<file path="src/verilog/ddio_cfg.svh">
`ifndef DDIO_CFG_SVH
`define DDIO_CFG_SVH
// Summary of operation
// - Debounce inputs, 0 to 1000 ms, default 10.
// - Virtual enable bits 0-3 select software value.
// - Bit 4 fast_input_a, bit 8 fast_input_b.
// - Wiring mode field 0..3, default 0.
// - Per-input switch-on delay, 0 to 50000 ms.
// - Per-input switch-off delay, 0 to 50000 ms.
// - Snapshot inputs when fault appears; readable.
// - Conditioned input state readable by software.
// - Four outputs, each with own function select.
// - Fast output: pulse mode or digital mode.
// - Same function code allowed on several outputs.
// - Function code 0 keeps output off.
// - Codes 1-4: running, forward, reverse, jogging.
// - Code 5: on while drive fault present.
// - Code 9: output and reference frequency zero.
// - Code 10: upper limit frequency reached.
// - Code 11: lower limit frequency reached.
// - Code 12: powers up, no protection active.
// - Code 13: on during pre-excitation.
// - Code 14: overload pre-alarm time elapsed.
// - Per-input polarity inversion field, default 0.
`define DDIO_NUM_IN 6
`define DDIO_NUM_OUT 4
`define DDIO_CLK_PERIOD_NS 5
`define DDIO_MS_NS 1000000
`define DDIO_MS_CYCLES (`DDIO_MS_NS / `DDIO_CLK_PERIOD_NS)
`define DDIO_ADDR_FILTER 8'h00
`define DDIO_ADDR_VIRT_EN 8'h01
`define DDIO_ADDR_WIRING 8'h02
`define DDIO_ADDR_POLARITY 8'h03
`define DDIO_ADDR_VIRT_VAL 8'h04
`define DDIO_ADDR_FSEL0 8'h05
`define DDIO_ADDR_FAST_MODE 8'h09
`define DDIO_ADDR_DELAY_HI 4'h1
`define DDIO_ADDR_SNAPSHOT 8'h20
`define DDIO_ADDR_LIVE 8'h21
`define DDIO_FILTER_RST 16'h000a
`define DDIO_FILTER_MAX 16'h03e8
`define DDIO_DELAY_MAX 16'hc350
`define DDIO_VIRT_A_BIT 4
`define DDIO_VIRT_B_BIT 8
`define DDIO_FN_NONE 6'h00
`define DDIO_FN_RUN 6'h01
`define DDIO_FN_FWD 6'h02
`define DDIO_FN_REV 6'h03
`define DDIO_FN_JOG 6'h04
`define DDIO_FN_FAULT 6'h05
`define DDIO_FN_LEVEL_ONE 6'h06
`define DDIO_FN_LEVEL_TWO 6'h07
`define DDIO_FN_REACHED 6'h08
`define DDIO_FN_ZERO 6'h09
`define DDIO_FN_UPPER 6'h0a
`define DDIO_FN_LOWER 6'h0b
`define DDIO_FN_READY 6'h0c
`define DDIO_FN_PREEXC 6'h0d
`define DDIO_FN_OVLD 6'h0e
`endif

</file>
<file path="src/verilog/ddio_pkg.sv">
package ddio_pkg;
    typedef logic [5:0] ddio_fsel_t;
    typedef struct packed {
        logic wr;
        logic rd;
        logic [7:0] addr;
        logic [15:0] wdata;
    } ddio_bus_s;
    typedef struct packed {
        logic running;
        logic fwd;
        logic rev;
        logic jog;
        logic freq_out;
        logic fault;
        logic freq_level_detect_one;
        logic freq_level_detect_two;
        logic freq_reached;
        logic ref_zero;
        logic at_upper;
        logic at_lower;
        logic main_pwr;
        logic ctrl_pwr;
        logic prot_active;
        logic preexcite;
        logic overload_pre;
    } ddio_status_s;
endpackage

</file>
<file path="src/verilog/ddio_top.sv">
`timescale 1ns/1ps
`include "ddio_cfg.svh"
module ddio_top #(
    parameter int unsigned MS_CYCLES = `DDIO_MS_CYCLES
) (
    input wire logic clk_i,
    input wire logic rstn_i,
    input wire ddio_pkg::ddio_bus_s bus_i,
    output logic [15:0] rdata_o,
    input wire logic [5:0] pins_i,
    input wire ddio_pkg::ddio_status_s status_i,
    input wire logic pulse_i,
    output logic [5:0] cond_inputs_o,
    output logic [1:0] wiring_mode_o,
    output logic relay_one_o,
    output logic relay_two_o,
    output logic collector_output_o,
    output logic fast_pulse_out_o
);
    localparam int NI = `DDIO_NUM_IN;
    localparam int NO = `DDIO_NUM_OUT;

    function automatic logic fn_active(input ddio_pkg::ddio_fsel_t code,
                                       input ddio_pkg::ddio_status_s s);
        case (code)
            `DDIO_FN_RUN: fn_active = s.running && s.freq_out;
            `DDIO_FN_FWD: fn_active = s.fwd && s.freq_out;
            `DDIO_FN_REV: fn_active = s.rev && s.freq_out;
            `DDIO_FN_JOG: fn_active = s.jog && s.freq_out;
            `DDIO_FN_FAULT: fn_active = s.fault;
            `DDIO_FN_LEVEL_ONE: fn_active = s.freq_level_detect_one;
            `DDIO_FN_LEVEL_TWO: fn_active = s.freq_level_detect_two;
            `DDIO_FN_REACHED: fn_active = s.freq_reached;
            `DDIO_FN_ZERO: fn_active = !s.freq_out && s.ref_zero;
            `DDIO_FN_UPPER: fn_active = s.at_upper;
            `DDIO_FN_LOWER: fn_active = s.at_lower;
            `DDIO_FN_READY: fn_active = s.main_pwr && s.ctrl_pwr && !s.prot_active;
            `DDIO_FN_PREEXC: fn_active = s.preexcite;
            `DDIO_FN_OVLD: fn_active = s.overload_pre;
            default: fn_active = 1'b0;
        endcase
    endfunction

    function automatic logic [15:0] clamp(input logic [15:0] v, input logic [15:0] max);
        clamp = (v > max) ? max : v;
    endfunction

    logic [5:0] meta_reg;
    logic [5:0] sync_reg;
    logic [31:0] tick_cnt_reg;
    logic tick_reg;
    logic [15:0] filter_time_reg;
    logic [5:0] virt_en_reg;
    logic [5:0] virt_val_reg;
    logic [1:0] wiring_reg;
    logic [5:0] polarity_reg;
    ddio_pkg::ddio_fsel_t fsel_reg [NO];
    logic fast_mode_reg;
    logic [15:0] on_dly_reg [NI];
    logic [15:0] off_dly_reg [NI];
    logic [5:0] filt_reg;
    logic [5:0] dly_reg;
    logic [5:0] snap_reg;
    logic fault_q_reg;
    logic [3:0] out_reg;
    logic [15:0] rdata_reg;
    logic [5:0] filt_accept;
    logic [5:0] tgt;
    logic [5:0] dly_accept;

    wire [7:0] a = bus_i.addr;
    wire wr_filter = bus_i.wr && a == `DDIO_ADDR_FILTER;
    wire wr_virt_en = bus_i.wr && a == `DDIO_ADDR_VIRT_EN;
    wire wr_virt_val = bus_i.wr && a == `DDIO_ADDR_VIRT_VAL;
    wire wr_wiring = bus_i.wr && a == `DDIO_ADDR_WIRING;
    wire wr_polarity = bus_i.wr && a == `DDIO_ADDR_POLARITY;
    wire wr_fast = bus_i.wr && a == `DDIO_ADDR_FAST_MODE;
    wire fsel_hit = a >= `DDIO_ADDR_FSEL0 && a < `DDIO_ADDR_FAST_MODE;
    wire [7:0] fsel_off = a - `DDIO_ADDR_FSEL0;
    wire [1:0] fsel_idx = fsel_off[1:0];
    wire dly_hit = a[7:4] == `DDIO_ADDR_DELAY_HI && a[3:0] < 4'hc;
    wire [2:0] dly_idx = a[3:1];
    wire [15:0] wv = bus_i.wdata;
    // The fast_input_b bit sits at bit 8, so the software field is not contiguous.
    wire [5:0] wv_bits = {wv[`DDIO_VIRT_B_BIT], wv[`DDIO_VIRT_A_BIT:0]};
    wire [15:0] virt_en_rd = {7'h00, virt_en_reg[5], 3'h0, virt_en_reg[4:0]};
    wire [15:0] virt_val_rd = {7'h00, virt_val_reg[5], 3'h0, virt_val_reg[4:0]};
    wire [15:0] dly_rd = a[0] ? off_dly_reg[dly_idx] : on_dly_reg[dly_idx];
    wire [15:0] rd_mux =
        (a == `DDIO_ADDR_FILTER) ? filter_time_reg :
        (a == `DDIO_ADDR_VIRT_EN) ? virt_en_rd :
        (a == `DDIO_ADDR_VIRT_VAL) ? virt_val_rd :
        (a == `DDIO_ADDR_WIRING) ? {14'h0000, wiring_reg} :
        (a == `DDIO_ADDR_POLARITY) ? {10'h000, polarity_reg} :
        (a == `DDIO_ADDR_FAST_MODE) ? {15'h0000, fast_mode_reg} :
        fsel_hit ? {10'h000, fsel_reg[fsel_idx]} :
        dly_hit ? dly_rd :
        (a == `DDIO_ADDR_SNAPSHOT) ? {10'h000, snap_reg} :
        (a == `DDIO_ADDR_LIVE) ? {10'h000, dly_reg} :
        16'h0000;

    // Pins are asynchronous to clk_i; only the second stage is read.
    always_ff @(posedge clk_i or negedge rstn_i) begin
        if (!rstn_i) begin
            meta_reg <= 6'h00;
            sync_reg <= 6'h00;
        end else begin
            meta_reg <= pins_i;
            sync_reg <= meta_reg;
        end
    end

    // One millisecond enable pulse shared by the filters and delays.
    always_ff @(posedge clk_i or negedge rstn_i) begin
        if (!rstn_i) begin
            tick_cnt_reg <= 32'h00000000;
            tick_reg <= 1'b0;
        end else begin
            tick_reg <= tick_cnt_reg == 32'(MS_CYCLES - 1);
            tick_cnt_reg <= (tick_cnt_reg == 32'(MS_CYCLES - 1)) ? 32'h0 : tick_cnt_reg + 32'h1;
        end
    end

    always_ff @(posedge clk_i or negedge rstn_i) begin
        if (!rstn_i) begin
            filter_time_reg <= `DDIO_FILTER_RST;
            virt_en_reg <= 6'h00;
            virt_val_reg <= 6'h00;
            wiring_reg <= 2'h0;
            polarity_reg <= 6'h00;
            fast_mode_reg <= 1'b0;
        end else begin
            if (wr_filter) filter_time_reg <= clamp(wv, `DDIO_FILTER_MAX);
            if (wr_virt_en) virt_en_reg <= wv_bits;
            if (wr_virt_val) virt_val_reg <= wv_bits;
            if (wr_wiring) wiring_reg <= wv[1:0];
            if (wr_polarity) polarity_reg <= wv[5:0];
            if (wr_fast) fast_mode_reg <= wv[0];
        end
    end

    always_ff @(posedge clk_i or negedge rstn_i) begin
        if (!rstn_i) begin
            rdata_reg <= 16'h0000;
            fault_q_reg <= 1'b0;
            snap_reg <= 6'h00;
        end else begin
            rdata_reg <= bus_i.rd ? rd_mux : 16'h0000;
            fault_q_reg <= status_i.fault;
            if (status_i.fault && !fault_q_reg) snap_reg <= dly_reg;
        end
    end

    genvar gi;
    generate
        for (gi = 0; gi < NI; gi++) begin : g_in
            logic [15:0] fcnt_reg;
            logic [15:0] dcnt_reg;
            wire fdiff = sync_reg[gi] != filt_reg[gi];
            wire ddiff = tgt[gi] != dly_reg[gi];
            wire [15:0] dlim = tgt[gi] ? on_dly_reg[gi] : off_dly_reg[gi];
            wire dly_wr = bus_i.wr && dly_hit && dly_idx == 3'(gi);
            assign filt_accept[gi] = fdiff && fcnt_reg >= filter_time_reg;
            // Polarity acts on the pin path; a virtual value is taken as written.
            assign tgt[gi] = virt_en_reg[gi] ? virt_val_reg[gi] :
                             filt_reg[gi] ^ polarity_reg[gi];
            assign dly_accept[gi] = ddiff && dcnt_reg >= dlim;
            always_ff @(posedge clk_i or negedge rstn_i) begin
                if (!rstn_i) begin
                    fcnt_reg <= 16'h0000;
                    filt_reg[gi] <= 1'b0;
                end else begin
                    filt_reg[gi] <= filt_accept[gi] ? sync_reg[gi] : filt_reg[gi];
                    if (!fdiff || filt_accept[gi]) fcnt_reg <= 16'h0000;
                    else if (tick_reg && fcnt_reg != 16'hffff) fcnt_reg <= fcnt_reg + 16'h1;
                end
            end
            // A change that reverts restarts the count, so a change passes only once it has held through dlim ticks of the shared millisecond pulse.
            always_ff @(posedge clk_i or negedge rstn_i) begin
                if (!rstn_i) begin
                    dcnt_reg <= 16'h0000;
                    dly_reg[gi] <= 1'b0;
                end else begin
                    dly_reg[gi] <= dly_accept[gi] ? tgt[gi] : dly_reg[gi];
                    if (!ddiff || dly_accept[gi]) dcnt_reg <= 16'h0000;
                    else if (tick_reg && dcnt_reg != 16'hffff) dcnt_reg <= dcnt_reg + 16'h1;
                end
            end
            always_ff @(posedge clk_i or negedge rstn_i) begin
                if (!rstn_i) begin
                    on_dly_reg[gi] <= 16'h0000;
                    off_dly_reg[gi] <= 16'h0000;
                end else if (dly_wr && !a[0]) begin
                    on_dly_reg[gi] <= clamp(wv, `DDIO_DELAY_MAX);
                end else if (dly_wr) begin
                    off_dly_reg[gi] <= clamp(wv, `DDIO_DELAY_MAX);
                end
            end
        end
        for (gi = 0; gi < NO; gi++) begin : g_out
            wire sel_wr = bus_i.wr && fsel_hit && fsel_idx == 2'(gi);
            wire pulse_path = (gi == NO - 1) && fast_mode_reg;
            always_ff @(posedge clk_i or negedge rstn_i) begin
                if (!rstn_i) begin
                    fsel_reg[gi] <= `DDIO_FN_NONE;
                    out_reg[gi] <= 1'b0;
                end else begin
                    if (sel_wr) fsel_reg[gi] <= wv[5:0];
                    out_reg[gi] <= pulse_path ? pulse_i :
                                   fn_active(fsel_reg[gi], status_i);
                end
            end
        end
    endgenerate

    assign rdata_o = rdata_reg;
    assign cond_inputs_o = dly_reg;
    assign wiring_mode_o = wiring_reg;
    assign relay_one_o = out_reg[0];
    assign relay_two_o = out_reg[1];
    assign collector_output_o = out_reg[2];
    assign fast_pulse_out_o = out_reg[3];
endmodule

</file>
<file path="config.mk">
export PLATFORM = sky130hd
export DESIGN_NAME = ddio_top
export DESIGN_NICKNAME = d
export VERILOG_FILES = /design/src/verilog/ddio_pkg.sv /design/src/verilog/ddio_top.sv
export VERILOG_INCLUDE_DIRS = /design/src /design/src/verilog
export SDC_FILE = /design/constraint.sdc
export NUM_CORES = 1
export LEC_CHECK = 0
export BUFFER_PORTS_ARGS = -buffer_cell sky130_fd_sc_hd__buf_2
export CAP_MARGIN = 15
export CORE_ASPECT_RATIO = 1.25
export CORE_MARGIN = 3
export CORE_UTILIZATION = 40
export CTS_CLUSTER_SIZE = 40
export DETAILED_ROUTE_END_ITERATION = 12
export PLACE_DENSITY_LB_ADDON = 0.2
export REMOVE_ABC_BUFFERS = 1
export SYNTH_ARGS = -nofsm -noshare
export SYNTH_HDL_FRONTEND = slang
export SYNTH_SLANG_ARGS = --single-unit
</file>
<file path="constraint.sdc">
create_clock -name clk_i -period 3.9 [get_ports clk_i]
set_input_delay 1.17 -clock clk_i [delete_from_list [all_inputs] [get_ports clk_i]]
set_output_delay 1.17 -clock clk_i [all_outputs]
set_load 0.01 [all_outputs]
</file>
== Word level (Yosys, flattened, before mapping) ==
Index checks and enable logic that the tools add are counted.
Cells by class
  $add $sub $neg: 14
  order comparisons: 19
  mux-type cells: 65
  bitwise logic cells: 14
  reductions and logical operators: 107
  equality and inequality tests: 97
Operators by type and width (number)
  $mux W16: 46
  $add A16 B1 Y16 const B: 12
  $ge A16 B16 Y1: 12
  $ne A16 B16 Y1 const B: 12
  $eq A6 B4 Y1 const B: 28
  $bmux W16 S3: 2
  $eq A6 B3 Y1 const B: 16
  $logic_and A1 B1 Y1: 58
  $pmux W1 S14: 4
  $eq A6 B2 Y1 const B: 8
  $add A32 B1 Y32 const B: 1
  $eq A32 B18 Y1 const B: 1
  $mux W32: 1
  $eq A6 B1 Y1 const B: 4
  $mux W6: 4
  $reduce_bool A2 Y1: 12
  $eq A8 B2 Y1 const B: 2
  $eq A8 B6 Y1 const B: 2
  $gt A16 B10 Y1 const B: 1
  $gt A16 B16 Y1 const B: 1
  $logic_not A1 Y1: 16
  $bmux W6 S2: 1
  $logic_or A1 B1 Y1: 12
  $ne A1 B1 Y1: 12
  24 further kinds: 48
Storage, ports and cells
  logic and storage cells: 373
  input port bits: 52
  output and inout port bits: 28
  flip-flop bits (word level): 529

== Depth between registers and ports, before layout ==
Gate-level depths: netlist of the first run.
  depth after elaboration: 14
  mapped depth: 15
  depth with buffers taken out: 11

== Worst setup path before layout of the first run ==
OpenSTA, ideal clock, no wires.
  kind: input -> register
  start: input bus_i[16] (netlist bit)
  end: register rdata_reg[1] (netlist: rdata_o[1])
  data arrival time: 3.346 ns
  required time: 3.822 ns
  path buffers: 6
  library setup time: 0.078 ns
  path slack: 0.477 ns
  cell stages on the path: 12
  cell sequence: buf_2 -> inv_1 -> clkbuf_1 -> clkbuf_1 -> ha_1 -> buf_2 -> clkbuf_1 -> clkbuf_1 -> a21oi_1 -> o2bb2ai_1 -> o32ai_1 -> a21oi_1
Between the ends
  longest elaborated chain between the ends: 13
  elaborated cells between the ends (all ways): 30
  classes of those cells: add/sub (1); order compare (3); eq/ne (7); mux (15); bitwise (1); reduce/logical (3)
RTL lines
  start: declaration: RTL line ddio_top.sv:8  | input wire ddio_pkg::ddio_bus_s bus_i,
  $sub A2 B1 Y2 (no source line)
  $not A2 Y3 (not written as such): RTL line ddio_top.sv:96  | fsel_hit ? {10'h000, fsel_reg[fsel_idx]} :
  $bmux W6 S2: RTL line ddio_top.sv:96
  $mux W6 (not written as such) (2 in a row): RTL line ddio_top.sv:96
  $mux W16: RTL line ddio_top.sv:96
  $mux W16: RTL line ddio_top.sv:95  | (a == `DDIO_ADDR_FAST_MODE) ? {15'h0000, fast_mode_reg} :
  $mux W16: RTL line ddio_top.sv:94  | (a == `DDIO_ADDR_POLARITY) ? {10'h000, polarity_reg} :
  $mux W16: RTL line ddio_top.sv:93  | (a == `DDIO_ADDR_WIRING) ? {14'h0000, wiring_reg} :
  $mux W16: RTL line ddio_top.sv:92  | (a == `DDIO_ADDR_VIRT_VAL) ? virt_val_rd :
  $mux W16: RTL line ddio_top.sv:91  | (a == `DDIO_ADDR_VIRT_EN) ? virt_en_rd :
  $mux W16 (*): RTL line ddio_top.sv:90  | (a == `DDIO_ADDR_FILTER) ? filter_time_reg :
  $mux W16 (*): RTL line ddio_top.sv:148  | rdata_reg <= bus_i.rd ? rd_mux : 16'h0000;
  end signal: assignment: RTL line ddio_top.sv:148
  end: declaration: RTL line ddio_top.sv:66  | logic [15:0] rdata_reg;
Mark *: on every way between the ends. The rest lies on a longest branch, timed or not. The select of a mux whose other input is x is not followed.
A chain may end at the register's enable or synchronous reset.

== Worst setup path after layout of the first run ==
  start: register filt_reg[3]
  end: register g_in[3].dcnt_reg[2]
Between the ends
  longest elaborated chain between the ends: 7
  elaborated cells between the ends (all ways): 10
  classes of those cells: order compare (1); eq/ne (1); mux (3); bitwise (1); reduce/logical (4)
RTL lines
  start: declaration: RTL line ddio_top.sv:61  | logic [5:0] filt_reg;
  start signal: indexed assignment: RTL line ddio_top.sv:173  | filt_reg[gi] <= filt_accept[gi] ? sync_reg[gi] : filt_reg[gi];
  $xor A1 B1 Y1 (*): RTL line ddio_top.sv:166  | filt_reg[gi] ^ polarity_reg[gi];
  $mux W1 (*): RTL line ddio_top.sv:165  | assign tgt[gi] = virt_en_reg[gi] ? virt_val_reg[gi] :
  $mux W16: RTL line ddio_top.sv:161  | wire [15:0] dlim = tgt[gi] ? on_dly_reg[gi] : off_dly_reg[gi];
  $ge A16 B16 Y1: RTL line ddio_top.sv:167  | assign dly_accept[gi] = ddiff && dcnt_reg >= dlim;
  $logic_and A1 B1 Y1: RTL line ddio_top.sv:167
  $logic_or A1 B1 Y1 (*): RTL line ddio_top.sv:185  | if (!ddiff || dly_accept[gi]) dcnt_reg <= 16'h0000;
  $mux W16 / $reduce_bool A2 Y1 (equally long branches)
  end signal: assignment: RTL line ddio_top.sv:186  | else if (tick_reg && dcnt_reg != 16'hffff) dcnt_reg <= dcnt_reg + 16'h1;
  end: declaration: RTL line ddio_top.sv:158  | logic [15:0] dcnt_reg;
Mark *: on every way between the ends. The rest lies on a longest branch, timed or not.

==> key figures, run 1 <==
Outcome
  – Status: finished clean

Layout
  – Post-layout net count: 3,424
  – Ratio of cells with drive above 1 in the final layout: 0.126
  – Growth of design area from synthesis to finish: 11.4%
  – Post-route cell area: 0.0342 mm^2
  – Non-filler cells, final: 4,179

Floorplan
  – Area of the core: 0.0754 mm^2
  – Chip width: 254 um
  – Std-Cell Rows: 112
  – Vertical extent of the die: 316 um
  – Initial Util: 0.407
  – Die area: 0.0801 mm^2
  – IO Count: 80

Timing
  – Final hold vios: 0
  – Least setup slack across all paths after layout: 0.239 ns
  – Final critical path time including I/O delays and setup: 3.66 ns
  – Final setup viols: 0
  – Slew Limit Fails: 0
  – Final Cycle Share: 0.939
  – Fmax: 273 MHz
  – Maximum clock skew at final layout: 0.0282 ns
  – Unrepaired setup endpoints after global routing: no
  – Worst hold-check slack: 0.353 ns
  – Fin Setup TNS: 0 ns
  – Transition time at the pin with the least slew margin: 1.03 ns
  – Max transition margin: 0.313

Global route
  – Overflow left after global routing: 0
  – Global-route met1 utilization: 0.288
  – Met2 track utilization from global routing: 0.402
  – Tot GR Track Use: 0.230
  – Initial antenna violation count: 5
  – Maximum number of pins on one net before global-route repair: 105
  – Vias in the first global route: 24,100
  – Global routing met3 resource utilization: 0.0281
  – First-pass GRT wire length: 143,000 um
  – Layer with the highest usage: met2

Power
  – Proportion of power drawn by flip-flops and latches: 0.460
  – Fraction of power spent switching nets: 0.253
  – Leakage power: 16.0 nW
  – Clock share of power: 0.455
  – Part of the power in combinational logic: 0.086
  – Cell internal power dissipation: 0.00940 W
  – Power Density: 368 mW/mm^2
  – Net switching power of the design: 0.00318 W
  – Worst vdd ir: 342 uV

Critical path
  – CP max-delay cell: sky130_fd_sc_hd__mux2i_1
  – Crit path arrival time: 4.21 ns
  – Endpoint kind of the worst setup timing path: flop
  – Required time of the worst setup path: 4.44 ns
  – Startpoint class of the critical path: flop
  – Crit Path Category: flop to flop
  – Longest individual stage delay on the worst path: 0.58 ns
  – Buffer and inverter count on the worst path: 1
  – Cell family with the largest share of critical-path delay: compound AO/OA/AOI/OAI gates
  – Largest fanout on the critical path: 18
  – Cell Chain, Critical Path: xnor2_1, nor2_1, a21oi_2, buf_12, mux2i_1, ha_1, and4_1, a221oi_1, o21ai_0, a31oi_1, nand2_2, nor3_1
  – Critical Path Source: filt_reg[3]$_DFFE_PN0P_
  – Worst reg2reg path startpoint: filt_reg[3]$_DFFE_PN0P_

Synth
  – Post-synth EDFFs: 0
  – Synthesis warning total: 0
  – Gate count after technology mapping: 3,114
  – Mean instance size in the synthesized netlist: 9.86 um^2
  – Post-synth ARST share: 1.00
  – Most used flip-flop cell after synthesis: sky130_fd_sc_hd__dfrtp_1
  – Unique cell type count in the Yosys netlist: 92
  – Post-Synthesis Cell Area: 0.0307 mm^2
  – Share of the yosys chip area belonging to registers: 0.431
  – Flip-flop and latch count after synthesis: 529

Route
  – Average via count per standard cell: 5.76
  – Total detailed-routing wirelength: 92,200 um
  – Routed vias: 24,100
  – Routed wire per std cell: 22.1 um
  – Detailed Route Iter0 Violations: 1,671
  – Number of nets with antenna violations after detailed routing: 0
  – Remaining DRCs: 0
  – Pre-Repair DR Iteration Count: 5

Placed design
  – Routability congestion estimate: 0.938
  – DP Wirelength: 68,500 um
  – Pre-CTS WS: 0.0408 ns
  – Post-detailed-placement cell area: 0.0322 mm^2
  – Number of port buffers: 79
  – Cell count after placement: 4,073

Worst hold path
  – Worst Hold Launch: meta_reg[1]$_DFF_PN0_
  – Class of the worst hold path: flop to flop

Job
  – Maximum capacitance violations: 0

Clocking
  – Buffer levels on the longest clock path: 3
  – Clock H-tree levels: 2
  – Clk pin slew, worst setup/hold paths: 0.06 ns
  – Number of clock buffers inserted by TritonCTS: 57
  – Cell at the root of the clock tree: sky130_fd_sc_hd__clkbuf_16
  – TritonCTS clock tree: yes
  – Number of setup buffers added after CTS: 0
  – Number of clock sinks: 529
  – Clock insertion delay at the later pin of the skew report: 0.63 ns
  – Count of hold buffers inserted by post-cts repair: 0
placed cells by master, fill, tap and decap left out, drive strengths merged, types with 84 or more instances in the layout:
cell type,n
nand2,368
ha,209
a21oi,132
mux2,84
nand4,85
o21ai,274
nand3,137
dfrtp,527
buf,136
mux2i,143
nor2,290
xor2,128
area by class of cell:
type                            instances  area, um^2
Fill cell                            7066       41200
Sequential cell                       529       13200
Clock buffer                           79        1610
Clock inverter                         24         338
Antenna cell                            3        7.51
Inverter                               60         225
Tap cell                              969        1210
Timing Repair Buffer                  136         948
Multi-Input combinational cell       2379       16600
routing by layer:
metal  wire, um  share of wire  up-vias
met5         13        0.00014        -
met4       3880          0.042        2
met1      38500           0.42    12000
li1           -              -    11300
met3       3760          0.041      171
met2      46000           0.50      632
power by group through the flow:
stage                     registers [W]  clock network [W]  logic [W]
after floorplan                 0.00581                  0   0.000545
after global placement          0.00587                  0    0.00105
after detailed placement        0.00588                  0    0.00107
after CTS                       0.00578            0.00586    0.00108
after global routing            0.00579            0.00607    0.00118
final                           0.00578            0.00572    0.00108
logic make-up (layout without fill, tap and decap cells):
kind of cell	Yosys count	in the layout	synth area share
DFF	529	529	0.431
and+or+nand+nor	1119	1119	0.176
adders and majority gates	209	209	0.0852
muxes	269	269	0.109
AOI/OAI and AO/OA	574	574	0.110
buffers and inverters	206	299	0.0288
xor gates and xnor gates	208	208	0.0594
other	0	3	0
stage by stage:
stage	total power, W	util
after floorplan	0.00636	-
after global placement	0.00692	0.427
after detailed placement	0.00695	0.427
after CTS	0.0127	0.453
after global routing	0.0130	0.453
final	0.0126	0.453
worst paths after layout:
path                            cells after the start                               end  slack (ns)
max in group asynchronous                           3                tick_reg$_DFF_PN0_        2.44
worst min register to register                      0             sync_reg[1]$_DFF_PN0_        0.35
min in group asynchronous                           1  g_in[4].dcnt_reg[13]$_DFFE_PN0P_        0.44
worst max register to register                     12   g_in[3].dcnt_reg[2]$_DFFE_PN0P_        0.24
worst max-delay path                               12   g_in[3].dcnt_reg[2]$_DFFE_PN0P_        0.24
worst min-delay path                                0             sync_reg[1]$_DFF_PN0_        0.35
Yosys cell counts (5+ instances only):
master | instances | area share
sky130_fd_sc_hd__o211ai_1 | 12 | 0.0029
sky130_fd_sc_hd__or3_1 | 9 | 0.0018
sky130_fd_sc_hd__a31oi_1 | 22 | 0.0045
sky130_fd_sc_hd__buf_2 | 37 | 0.0060
sky130_fd_sc_hd__o21ai_0 | 265 | 0.043
sky130_fd_sc_hd__nor2b_1 | 14 | 0.0029
sky130_fd_sc_hd__a221oi_1 | 6 | 0.0017
sky130_fd_sc_hd__nor3b_1 | 13 | 0.0032
sky130_fd_sc_hd__mux2i_1 | 143 | 0.047
sky130_fd_sc_hd__nand3_1 | 135 | 0.022
sky130_fd_sc_hd__buf_4 | 7 | 0.0017
sky130_fd_sc_hd__ha_1 | 209 | 0.085
sky130_fd_sc_hd__clkbuf_1 | 93 | 0.011
sky130_fd_sc_hd__nor4_1 | 14 | 0.0029
sky130_fd_sc_hd__a211oi_1 | 22 | 0.0054
sky130_fd_sc_hd__xor2_1 | 128 | 0.037
sky130_fd_sc_hd__o21ai_1 | 9 | 0.0015
sky130_fd_sc_hd__a21oi_1 | 132 | 0.022
sky130_fd_sc_hd__and4_1 | 21 | 0.0060
sky130_fd_sc_hd__and2_1 | 10 | 0.0020
sky130_fd_sc_hd__or2_2 | 5 | 0.0010
sky130_fd_sc_hd__inv_1 | 59 | 0.0072
sky130_fd_sc_hd__o22ai_1 | 5 | 0.0010
sky130_fd_sc_hd__xnor2_1 | 80 | 0.023
sky130_fd_sc_hd__nand4_1 | 83 | 0.017
sky130_fd_sc_hd__nor3_1 | 54 | 0.0088
sky130_fd_sc_hd__nand2b_1 | 19 | 0.0039
sky130_fd_sc_hd__o21a_1 | 10 | 0.0024
sky130_fd_sc_hd__dfrtp_1 | 527 | 0.43
sky130_fd_sc_hd__buf_6 | 5 | 0.0018
sky130_fd_sc_hd__a21o_1 | 27 | 0.0066
sky130_fd_sc_hd__o221ai_1 | 5 | 0.0014
sky130_fd_sc_hd__nand3b_1 | 6 | 0.0015
sky130_fd_sc_hd__and3_1 | 43 | 0.0088
sky130_fd_sc_hd__a2111oi_0 | 10 | 0.0029
sky130_fd_sc_hd__mux2_2 | 80 | 0.029
sky130_fd_sc_hd__mux4_2 | 42 | 0.031
sky130_fd_sc_hd__o31ai_1 | 5 | 0.0012
sky130_fd_sc_hd__nand2_1 | 365 | 0.045
sky130_fd_sc_hd__a211o_1 | 7 | 0.0020
sky130_fd_sc_hd__nor2_1 | 287 | 0.035
repair_timing:
item / CTS / global route
resized for setup: 0 / 5
setup endpoints to repair: 0 / 37
hold endpoints to repair: 0 / 0
(Power assumes the default switching activity.)
==> run 2, diff against run 1 <==
CAP_MARGIN = 0   (was 15)
GPL_TIMING_DRIVEN = 0   (was default)
==> key figures, run 2 (synthesized netlist as in run 1, its figures left out) <==
Clocking
  – Clock H-tree levels: 2 (unchanged)
  – Buffer levels on the longest clock path: 3 (unchanged)
  – Cell at the root of the clock tree: sky130_fd_sc_hd__clkbuf_16
  – Number of clock buffers inserted by TritonCTS: 57 (unchanged)
  – Clock insertion delay at the later pin of the skew report: 0.62 ns (about the same)
  – Count of hold buffers inserted by post-cts repair: 0 (unchanged)
  – Clk pin slew, worst setup/hold paths: 0.06 ns (about the same)
  – Number of clock sinks: 529 (unchanged)
  – TritonCTS clock tree: yes

Power
  – Fraction of power spent switching nets: 0.250 (-0.00288)
  – Clock share of power: 0.465 (+0.010)
  – Part of the power in combinational logic: 0.085 (about the same)
  – Power Density: 374 mW/mm^2 (+1.6%)
  – Leakage power: 15.9 nW (-0.58%)
  – Cell internal power dissipation: 0.00960 W (+2.1%)
  – Net switching power of the design: 0.00320 W (+0.57%)
  – Worst vdd ir: 351 uV (+2.7%)
  – Proportion of power drawn by flip-flops and latches: 0.450 (-0.010)

Timing
  – Final setup viols: 0 (unchanged)
  – Transition time at the pin with the least slew margin: 1.45 ns (+0.414 ns)
  – Maximum clock skew at final layout: 0.0275 ns (-0.000754 ns)
  – Unrepaired setup endpoints after global routing: no
  – Final hold vios: 0 (unchanged)
  – Final Cycle Share: 0.960 (+0.0217)
  – Slew Limit Fails: 0 (unchanged)
  – Fin Setup TNS: 0 ns (unchanged)
  – Final critical path time including I/O delays and setup: 3.75 ns (+0.0847 ns)
  – Max transition margin: 0.0366 (-0.276)
  – Fmax: 267 MHz (-2.3%)
  – Worst hold-check slack: 0.349 ns (-0.00386 ns)

Global route
  – Initial antenna violation count: 6 (+1)
  – Maximum number of pins on one net before global-route repair: 120 (+14%)
  – Tot GR Track Use: 0.224 (-0.00553)
  – Overflow left after global routing: 0 (unchanged)
  – Vias in the first global route: 23,700 (-1.6%)
  – First-pass GRT wire length: 140,000 um (-1.9%)

Layout
  – Post-route cell area: 0.0342 mm^2 (+0.14%)
  – Non-filler cells, final: 4,148 (-0.74%)
  – Growth of design area from synthesis to finish: 11.6%
  – Share of the core filled with cells in the final layout: 0.454 (+0.000630)
  – Total of fill cells in the finished design: 7,143 (+1.1%)
  – Most common cell after layout, fill and taps aside: sky130_fd_sc_hd__dfrtp_1
  – Ratio of cells with drive above 1 in the final layout: 0.120 (-0.00523)
  – Top library cells by usage in the layout, fill and taps aside: 526 x sky130_fd_sc_hd__dfrtp_1, 362 x sky130_fd_sc_hd__nand2_1, 287 x sky130_fd_sc_hd__nor2_1
  – Post-layout net count: 3,389 (-1.0%)

Critical path
  – Capture point of the worst path: on_dly_reg[30]$_DFFE_PN0P_
  – Worst reg2reg path startpoint: filt_reg[1]$_DFFE_PN0P_
  – Critical Path Source: bus_i[18]
  – R2R cell count: 12 (unchanged)
  – Endpoint kind of the worst setup timing path: flop
  – Largest fanout on the critical path: 61 (+43)
  – Required time of the worst setup path: 4.39 ns (-0.05 ns)
  – Capture instance of the worst register-to-register path: g_in[1].dcnt_reg[2]$_DFFE_PN0P_
  – Crit path arrival time: 4.24 ns (+0.03 ns)
  – Startpoint class of the critical path: input port
  – Reg2reg setup slack: 0.28 ns (+0.04 ns)
  – Crit Path Category: input port to flop

Route
  – Routed vias: 23,700 (-1.5%)
  – Remaining DRCs: 0 (unchanged)
  – Average via count per standard cell: 5.71 (-0.77%)
  – Routed wire per std cell: 21.7 um (-1.5%)
  – Total detailed-routing wirelength: 90,100 um (-2.2%)
  – Pre-Repair DR Iteration Count: 6 (+1)
  – Detailed Route Iter0 Violations: 1,757 (+5.1%)
  – Number of nets with antenna violations after detailed routing: 0 (unchanged)

Job
  – Maximum capacitance violations: 0 (unchanged)

Floorplan
  – IO Count: 80 (unchanged)
  – Vertical extent of the die: 316 um (unchanged)
  – Initial Util: 0.407 (unchanged)
  – Chip width: 254 um (unchanged)
  – Area of the core: 0.0754 mm^2 (unchanged)
  – Die area: 0.0801 mm^2 (unchanged)
  – Std-Cell Rows: 112 (unchanged)

Outcome
  – Status: finished clean

Placed design
  – DP Wirelength: 64,600 um (-5.8%)
  – Cell count after placement: 4,030 (-1.1%)
  – Routability congestion estimate: 0.857 (-8.6%)
  – Number of port buffers: 79 (unchanged)
  – Post-detailed-placement cell area: 0.0320 mm^2 (-0.56%)

Worst hold path
  – Class of the worst hold path: flop to flop
-- run 2: changes by cell type in the layout (fill, tap and decap cells not counted), moves of 5 or more --
cell                       change
sky130_fd_sc_hd__buf_4        -42
sky130_fd_sc_hd__buf_16        +7
sky130_fd_sc_hd__a21oi_2       -5
sky130_fd_sc_hd__a21oi_4       +5
sky130_fd_sc_hd__clkbuf_1      -5
-- run 2: per-stage QoR --
step                power (W)  setup slack [ns]
finish                 0.0128             0.155
floorplan             0.00636             0.127
global placement      0.00687             -9.28
detailed placement    0.00693             -1.21
global route           0.0133            0.0282
CTS                    0.0129            0.0247
-- run 2: power by group through the flow --
stage / Combinational [W] / Clock, W / Sequential (W)
finish: 0.00109 / 0.00595 / 0.00576
global route: 0.00120 / 0.00631 / 0.00577
floorplan: 0.000545 / 0 / 0.00581
CTS: 0.00108 / 0.00609 / 0.00576
detailed placement: 0.00107 / 0 / 0.00586
global placement: 0.00102 / 0 / 0.00585
-- run 2: layout make-up --
cell class | count | area (um^2) | share of cell area
sequential | 529 | 13200 | 0.387
timing repair buffer | 100 | 811 | 0.0237
clock inverter | 25 | 397 | 0.0116
timing repair inverter | 1 | 5.00 | 0.000146
antenna | 7 | 17.5 | 0.000512
inverter | 60 | 229 | 0.00669
clock buffer | 78 | 1650 | 0.0481
multi-input combinational | 2379 | 16700 | 0.487
tap | 969 | 1210 | 0.0354
-- run 2: how the worst min path moves through the flow --
stage / from / to / cells past startpoint
finish: meta_reg[3]$_DFF_PN0_ / sync_reg[3]$_DFF_PN0_ / 0
global route: meta_reg[0]$_DFF_PN0_ / sync_reg[0]$_DFF_PN0_ / 0
CTS: meta_reg[3]$_DFF_PN0_ / sync_reg[3]$_DFF_PN0_ / 0
detailed placement: meta_reg[3]$_DFF_PN0_ / sync_reg[3]$_DFF_PN0_ / 0
global placement: meta_reg[3]$_DFF_PN0_ / sync_reg[3]$_DFF_PN0_ / 0
floorplan: meta_reg[0]$_DFF_PN0_ / sync_reg[0]$_DFF_PN0_ / 0
-- run 2: worst max-delay path, stage by stage --
cell                      delay (ns)
sky130_fd_sc_hd__buf_2          1.03
sky130_fd_sc_hd__nand2_1        0.17
sky130_fd_sc_hd__and2_1         0.38
sky130_fd_sc_hd__and3_1         0.28
sky130_fd_sc_hd__nand3_1        0.73
sky130_fd_sc_hd__mux2_2         0.42
-- run 2: repair_timing --
action | in CTS | in global routing
buffers inserted | 5 | 2
endpoints found under the setup margin | 78 | 68
resized for setup | 4 | 10
cloned | 1 | 0
-- run 2: layer usage --
metal | part of all wire | vias to the layer above | routed length [um] | global-route usage
li1 | - | 11200 | - | -
met1 | 0.42 | 11800 | 37900 | 0.286
met2 | 0.50 | 588 | 44800 | 0.388
met3 | 0.045 | 143 | 4030 | 0.0300
met4 | 0.038 | 0 | 3390 | 0.0850
met5 | 0 | - | 0 | 0
